===== config.mk =====
export PLATFORM = sky130hd
export DESIGN_NAME = pscf_regs
export DESIGN_NICKNAME = d
export VERILOG_FILES = /design/src/pscf_pkg.sv /design/src/pscf_pin_sync.sv /design/src/pscf_regs.sv
export SDC_FILE = /design/constraint.sdc
export NUM_CORES = 1
export LEC_CHECK = 0
export BUFFER_PORTS_ARGS = -buffer_cell sky130_fd_sc_hd__buf_4
export CORE_UTILIZATION = 52
export CTS_BUF_LIST = sky130_fd_sc_hd__clkbuf_4
export DETAILED_ROUTE_END_ITERATION = 8
export GPL_TIMING_DRIVEN = 0
export PLACE_DENSITY = 0.86
export SLEW_MARGIN = 30
export SYNTH_ARGS = -nofsm -noshare
export SYNTH_HDL_FRONTEND = slang
export SYNTH_SLANG_ARGS = --single-unit
export TNS_END_PERCENT = 5

===== constraint.sdc =====
create_clock -name clk -period 3 [get_ports clk]
set_input_delay 0.15 -clock clk [delete_from_list [all_inputs] [get_ports clk]]
set_output_delay 0.15 -clock clk [all_outputs]
set_load 0.005 [all_outputs]

===== src/pscf_pkg.sv =====
// package: offsets, field positions, reset values and codes of the status/control/flag group
package pscf_pkg;
    localparam logic [7:0] status_offset = 8'h05;
    localparam logic [7:0] control_offset = 8'h06;
    localparam logic [7:0] flag_offset = 8'h07;
    localparam int seal_pos = 7;
    localparam int nvm_pos = 6;
    localparam int adapter_pos = 5;
    localparam int button_pos = 4;
    localparam int seq_lsb = 2;
    localparam int coin_lsb = 0;
    localparam int measure_pos = 0;
    localparam int pf_enable_pos = 1;
    localparam logic [7:0] control_reset = 8'h00;
    localparam logic [7:0] flag_reset = 8'h00;
    localparam logic [1:0] coin_reset = 2'h0;
    localparam logic [1:0] seq_code_transition = 2'h0;
    localparam logic [1:0] seq_code_wait_power = 2'h1;
    localparam logic [1:0] seq_code_active = 2'h2;
    localparam logic [1:0] seq_code_suspend = 2'h3;
    localparam int sync_stages = 3;
    typedef enum logic [1:0] {
        pscf_seq_transition,
        pscf_seq_wait_power,
        pscf_seq_active,
        pscf_seq_suspend
    } pscf_seq_t;
endpackage : pscf_pkg


===== src/pscf_pin_sync.sv =====
// three-stage pin synchroniser that accepts a change once stages two and three agree
`timescale 1ns/1ps
module pscf_pin_sync #(
    parameter int width = 2,
    parameter logic [1:0] init = 2'h3
) (
    input wire logic clk,
    input wire logic nrst,
    input wire logic [width-1:0] pin,
    output logic [width-1:0] level
);
    typedef struct packed {
        logic [width-1:0] s1;
        logic [width-1:0] s2;
        logic [width-1:0] s3;
        logic [width-1:0] lvl;
    } pscf_sync_t;
    pscf_sync_t q;
    pscf_sync_t d;
    // refuse widths the two-pin packing cannot serve
    if (width < 1 || width > 2) begin : g_width_check
        $error("pscf_pin_sync: width must be 1 or 2");
    end
    always_comb begin
        d = q;
        d.s1 = pin;
        d.s2 = q.s1;
        d.s3 = q.s2;
        for (int i = 0; i < width; i++) begin
            if (q.s2[i] == q.s3[i]) begin
                d.lvl[i] = q.s3[i];
            end
        end
    end
    always_ff @(posedge clk or negedge nrst) begin
        if (!nrst) begin
            q <= {4{init[width-1:0]}};
        end else begin
            q <= d;
        end
    end
    assign level = q.lvl;
endmodule : pscf_pin_sync


===== src/pscf_regs.sv =====
// status, control and suspend-retention flag registers of the power controller
`timescale 1ns/1ps
// How it works
// - status bit 7: seal broken, reset 0
// - status bit 6: nvm defaults changed, reset 0
// - status bit 5: adapter pin low reads 1
// - status bit 4: button pin low reads 1
// - status bits 3:2 encode sequencer state
// - status bits 1:0 encode coin-cell level
// - control bit 0 starts measurement, self-clears
// - control bit 1: power fail shuts down
// - control bits 7:2 read zero
// - flags captured on power-up from suspend
// - flag bit order outputs, regulator, converters
module pscf_regs #(
    parameter int flag_width = 8
) (
    input wire logic clk,
    input wire logic nrst,
    input wire logic [7:0] reg_addr,
    input wire logic reg_wr,
    input wire logic [7:0] reg_wdata,
    output logic [7:0] reg_rdata,
    input wire logic factory_seal_broken,
    input wire logic nvm_defaults_modified,
    input wire logic adapter_detect_pin,
    input wire logic pushbutton_pin,
    input wire pscf_pkg::pscf_seq_t seq_state,
    output logic coin_cell_measure_start,
    input wire logic coin_measure_done,
    input wire logic [1:0] coin_measure_result,
    input wire logic power_fail_output_n,
    output logic power_fail_shutdown,
    input wire logic power_up_strobe,
    input wire logic power_up_from_suspend,
    input wire logic [flag_width-1:0] suspend_enables
);
    typedef struct packed {
        logic measure;
        logic pf_enable;
        logic [1:0] coin;
        logic [flag_width-1:0] flags;
        logic [7:0] rdata;
    } pscf_state_t;
    pscf_state_t q;
    pscf_state_t d;
    logic [1:0] pin_level;
    logic [7:0] status_word;
    logic [7:0] control_word;
    logic [1:0] seq_code;
    // the flag register is one byte wide
    if (flag_width != 8) begin : g_width_check
        $error("pscf_regs: flag_width must be 8");
    end
    pscf_pin_sync #(
        .width(2),
        .init(2'h3)
    ) u_pin_sync (
        .clk(clk),
        .nrst(nrst),
        .pin({adapter_detect_pin, pushbutton_pin}),
        .level(pin_level)
    );
    always_comb begin
        unique case (seq_state)
            pscf_pkg::pscf_seq_transition: seq_code = pscf_pkg::seq_code_transition;
            pscf_pkg::pscf_seq_wait_power: seq_code = pscf_pkg::seq_code_wait_power;
            pscf_pkg::pscf_seq_active: seq_code = pscf_pkg::seq_code_active;
            pscf_pkg::pscf_seq_suspend: seq_code = pscf_pkg::seq_code_suspend;
        endcase
    end
    always_comb begin
        status_word = 8'h00;
        status_word[pscf_pkg::seal_pos] = factory_seal_broken;
        status_word[pscf_pkg::nvm_pos] = nvm_defaults_modified;
        status_word[pscf_pkg::adapter_pos] = ~pin_level[1];
        status_word[pscf_pkg::button_pos] = ~pin_level[0];
        status_word[pscf_pkg::seq_lsb +: 2] = seq_code;
        status_word[pscf_pkg::coin_lsb +: 2] = q.coin;
        control_word = 8'h00;
        control_word[pscf_pkg::measure_pos] = q.measure;
        control_word[pscf_pkg::pf_enable_pos] = q.pf_enable;
    end
    always_comb begin
        d = q;
        d.measure = 1'b0;
        if (coin_measure_done) begin
            d.coin = coin_measure_result;
        end
        if (reg_wr && reg_addr == pscf_pkg::control_offset) begin
            d.measure = reg_wdata[pscf_pkg::measure_pos];
            d.pf_enable = reg_wdata[pscf_pkg::pf_enable_pos];
        end
        if (power_up_strobe) begin
            d.flags = power_up_from_suspend ? suspend_enables : pscf_pkg::flag_reset;
        end
        unique case (reg_addr)
            pscf_pkg::status_offset: d.rdata = status_word;
            pscf_pkg::control_offset: d.rdata = control_word;
            pscf_pkg::flag_offset: d.rdata = q.flags;
            default: d.rdata = 8'h00;
        endcase
    end
    always_ff @(posedge clk or negedge nrst) begin
        if (!nrst) begin
            q.measure <= pscf_pkg::control_reset[pscf_pkg::measure_pos];
            q.pf_enable <= pscf_pkg::control_reset[pscf_pkg::pf_enable_pos];
            q.coin <= pscf_pkg::coin_reset;
            q.flags <= pscf_pkg::flag_reset;
            q.rdata <= 8'h00;
        end else begin
            q <= d;
        end
    end
    assign reg_rdata = q.rdata;
    assign coin_cell_measure_start = q.measure;
    assign power_fail_shutdown = q.pf_enable & ~power_fail_output_n;
endmodule : pscf_regs


=== Word level (Yosys, flattened, before mapping) ===
Cells that the tools add are included.

* Flip-flop bits (word level): 28
* Bits of input ports: 39
* Output and inout port bits: 10

* Equality and inequality tests: 8
* Muxes and demuxes: 4
* Bitwise gates (word level): 4
* Reduce and logical (&&, ||, !) cells: 2

{| class="wikitable"
|+ Operators with widths
! kind !! number
|-
| $eq A8 B3 Y1 const B || 3
|-
| $pmux W8 S3 || 1
|-
| $mux W8 || 1
|-
| $pmux W2 S4 || 1
|-
| $eq A2 B2 Y1 const B || 2
|-
| $not A1 Y1 || 3
|-
| $eq A1 B1 Y1 || 2
|-
| $eq A2 B1 Y1 const B || 1
|-
| $logic_not A2 Y1 || 1
|-
| $mux W2 || 1
|-
| $and A1 B1 Y1 || 1
|-
| $logic_and A1 B1 Y1 || 1
|}

=== Longest topological paths before layout ===
* Depth after elaboration: 3
* Gate-level depth with buffers: 4

=== Cells and area by module ===
Synthesis repeated with hierarchy kept, for this count alone.

* Cell total of the unflattened synthesis: 101
* Area total of the unflattened synthesis: 1166.1 sq um

{| class="wikitable"
|+ By module, submodules not included
! module !! times used !! cells each !! area an instance (sq um) !! seq. area each (sq um)
|-
| pscf_regs || 1 || 89 || 918.4 || 500.5
|-
| pscf_pin_sync || 1 || 12 || 247.7 || 210.2
|}

=== Worst setup path before layout ===
OpenSTA, ideal clock, no wires.

* Path kind: input-to-reg
* Start point: input port reg_addr[5]
* End point: register q, in the netlist control_word[1]
* Arrival time: 937 ps
* Setup slack: 1937 ps
* Stages on the path: 3
* Path buffers: 0
* Path through: nor4_4 and3_4 mux2_4

* Cells in the longest elaborated chain, start to end: 2

{| class="wikitable"
|+ Ends and longest elaborated chain
! what !! line !! source
|-
| from (decl) || pscf_regs.sv:20 || <nowiki>input wire logic [7:0] reg_addr,</nowiki>
|-
| $eq A8 B3 Y1 || pscf_regs.sv:90 || <nowiki>if (reg_wr && reg_addr == pscf_pkg::control_offset) begin</nowiki>
|-
| $logic_and A1 B1 Y1 || pscf_regs.sv:90 ||
|-
| to (decl) || pscf_regs.sv:45 || <nowiki>pscf_state_t q;</nowiki>
|}

Every way passes these cells.
A chain may end at the register's enable or synchronous reset.

=== Worst setup path after layout ===
* Start point: register q, in the netlist control_word[1]
* End point: output port power_fail_shutdown

* Cells in the longest elaborated chain, start to end: 1

{| class="wikitable"
|+ Ends and longest elaborated chain
! what !! line !! source
|-
| $and A1 B1 Y1 || pscf_regs.sv:117 || <nowiki>assign power_fail_shutdown = q.pf_enable & ~power_fail_output_n;</nowiki>
|-
| to (decl) || pscf_regs.sv:33 || <nowiki>output logic power_fail_shutdown,</nowiki>
|}

Every way passes these cells.

==> key figures <==
Job
  – Max_cap viols: 0

Die
  – Ports: 49
  – Core box area: 0.00202 mm^2
  – Die W: 49.1 um
  – Initial core utilization: 56.9%
  – Die Y: 49.1 um
  – Die area: 0.00241 mm^2
  – # rows: 16

Worst setup path
  – CP Cell Sequence: nor2b_1 -> buf_4
  – WP data arrival: 1030 ps
  – Worst path slowest cell: dfrtp_1
  – Worst-path fanout max: 3
  – Reg-to-reg setup timing slack: 1940 ps
  – WP buf/inv: 1
  – CP Capture Type: output port
  – Critical Path RT: 2850 ps
  – Crit path kind: flop to output port
  – Slowest cell delay on critical path: 440 ps
  – Delay-heaviest family, CP: flip-flops
  – Crit path launch type: flop

Routing
  – # DRC: 0
  – DR pass1 iterations: 4
  – Post-route ant nets: 0
  – Per-cell routed wire length: 13.4 um
  – DR vias/cell: 5.01
  – WL final: 2.30 mm
  – Vias: 862
  – Initial drt markers: 11

Yosys
  – Sequential fraction of the synthesis area: 61.7%
  – Share of the synthesized area in the top cell type: 43.5%
  – Yosys warns: 0
  – #FFs+latches synth: 28
  – Gate Count Post-Synth: 97
  – Synth Cell Area: 0.00115 mm^2
  – Synth Net Count: 136
  – Syn avg cell area: 11.9 um^2
  – Unique masters post-synth: 21
  – Synth top area cells: dfrtp_1, dfstp_2, buf_4
  – Largest area contributor in the netlist: dfrtp_1

Timing
  – Final min period: 1180 ps
  – Setup TNS Final: 0 ps
  – Max Fclk: 848 MHz
  – Final Max Tran Viols: 0
  – Slew headroom: 77.2%
  – Skew final: 0.758 ps
  – Slew @ Worst Pin: 342 ps
  – Fin. Hold Viols: 0
  – Final Cycle Share: 39.3%
  – RSZ-0062 raised after global routing: no
  – Final setup vio count: 0

Clock tree
  – Post-CTS setup buffers: 0
  – CTS max path bufs: 2
  – TritonCTS Buffers: 3
  – Clock tree sinks: 28
  – CTS H-tree lvls: 1
  – CTS tree: yes
  – Clock Root Buffer: clkbuf_4
  – Reg clk slew, reported paths: 150 ps
  – Resized cells post-CTS: 0
  – Clock latency on the worst-skew pair: 320 ps

Power
  – Clock network power share: 33.1%
  – Combinational share of power: 11.3%
  – PnR Total Power: 0.743 mW
  – Static Leak: 0.780 nW
  – Sequential Power Share: 55.6%
  – Peak supply drop: 0.358 mV
  – Internal power: 0.585 mW
  – Pwr Density: 472 mW/mm^2
  – Sw power: 0.158 mW
  – Switching Share: 21.3%

Global routing
  – Vias in the first global route: 923
  – M2 GR Usage: 39.6%
  – Met1 GRT Util: 25.7%
  – Initial antenna violation count: 0
  – Pin count of the biggest net entering global routing: 29
  – GRT Residual Overflow: 0
  – GRT Util Overall: 21.8%
  – GRT busiest layer: met2
  – Routing usage on met3: 3.12%
  – First-pass GRT wire length: 3.88 mm

Final layout
  – Most frequent cells in the layout: buf_4, dfrtp_1, nor2_1
  – Fraction of layout instances using a drive strength above 1: 47.6%
  – Synth-to-layout area growth: 36.8%
  – Most common cell after layout, fill and taps aside: buf_4
  – NumNets Final: 185
  – ANT cells: 0

Placement
  – Port buffer count: 41
  – DP HPWL: 1.64 mm
  – Final GP Congestion: 0.753

Worst hold path
  – Worst hold path class: input port to flop

Run status
  – Status: finished clean
-- worst reg2reg max path: cells and delay by family (launching register included) --
kind | cells | cell delay, ps
AOI/OAI and AO/OA | 1 | 190
DFF | 1 | 440
and+or+nand+nor | 1 | 70
muxes | 1 | 270
-- final timing paths --
path / end / startpoint / cells after the start
max in group asynchronous: u_pin_sync.q[2] / nrst / 2
worst max-delay path: power_fail_shutdown / control_word[1] / 2
worst min-delay path: coin_cell_measure_start / reg_wdata[0] / 2
worst max register to register: reg_rdata[1] / control_word[1] / 3
worst min register to register: u_pin_sync.d[3] / u_pin_sync.d[5] / 0
min in group asynchronous: q[10] / nrst / 2
-- Yosys cell counts --
| cell | n |
|---|---|
| and2_1 | 1 |
| nand2_1 | 1 |
| inv_1 | 8 |
| dfstp_2 | 8 |
| mux2_2 | 4 |
| mux2i_1 | 4 |
| nor4_4 | 1 |
| clkbuf_1 | 2 |
| o21ai_0 | 8 |
| a21oi_1 | 2 |
| nor2b_1 | 3 |
| mux2_4 | 1 |
| and3_4 | 1 |
| a22oi_1 | 2 |
| nor2_1 | 10 |
| nand3_1 | 9 |
| and3b_1 | 1 |
| dfrtp_1 | 20 |
| buf_4 | 8 |
| maj3_1 | 2 |
| buf_2 | 1 |
-- cell families after synthesis --
family / after synthesis / synth area share [%]
AND/OR/NAND/NOR: 27 / 13.3
adder cells (fa/ha/maj): 2 / 1.74
AO/OA/AOI/OAI: 12 / 5.65
buffers and inverters: 19 / 8.91
flip-flops: 28 / 61.7
multiplexers: 9 / 8.70
-- metrics by stage --
step                      instances  utilization [%]  setup slack, ps  area, um^2  hold slack, ps
after floorplan                  97                -             1940        1150            -146
after global placement          165             73.8             1780        1490            67.7
after detailed placement        165             73.8             1770        1490            76.4
after CTS                       172             77.9             1810        1580            22.0
after global routing            172             77.9             1770        1580            25.8
final                           172             77.9             1820        1580            19.3
-- cell type report --
type	instances	area [um^2]
tap	27	33.8
multi-input combinational	50	338
clock inverter	1	30.0
sequential	28	711
inverter	8	30.0
fill	136	447
clock buffer	3	22.5
buffer	11	72.6
timing repair buffer	44	338
-- power groups by stage --
stage / logic, mW / registers (mW) / clock network (mW)
2_1_floorplan: 0.0318 / 0.415 / 0
6_report: 0.0840 / 0.413 / 0.246
3_5_place_dp: 0.0801 / 0.419 / 0
5_1_grt: 0.0925 / 0.415 / 0.261
4_1_cts: 0.0846 / 0.413 / 0.247
3_3_place_gp: 0.0762 / 0.418 / 0
-- repair_timing --
action                                  4_1_cts  5_1_grt
endpoints found under the setup margin        0        0
hold buffers                                  3        0
hold endpoints to repair                     30        0
-- registers in the layout, summed over array words and instances, names as in the netlist --
signal / count
coin_cell_measure_start: 1
control_word: 1
u_pin_sync.level: 2
u_pin_sync.q: 2
u_pin_sync.d: 4
reg_rdata: 8
q: 10
-- metal layers --
| layer | up-vias | part of all wire [%] | wire length, um |
|---|---|---|---|
| met1 | 412 | 40 | 909 |
| met4 | 0 | 2.7 | 63 |
| met2 | 30 | 54 | 1250 |
| met5 | - | 0 | 0 |
| li1 | 412 | - | - |
| met3 | 8 | 3.3 | 77 |
(Power assumes the default switching activity.)
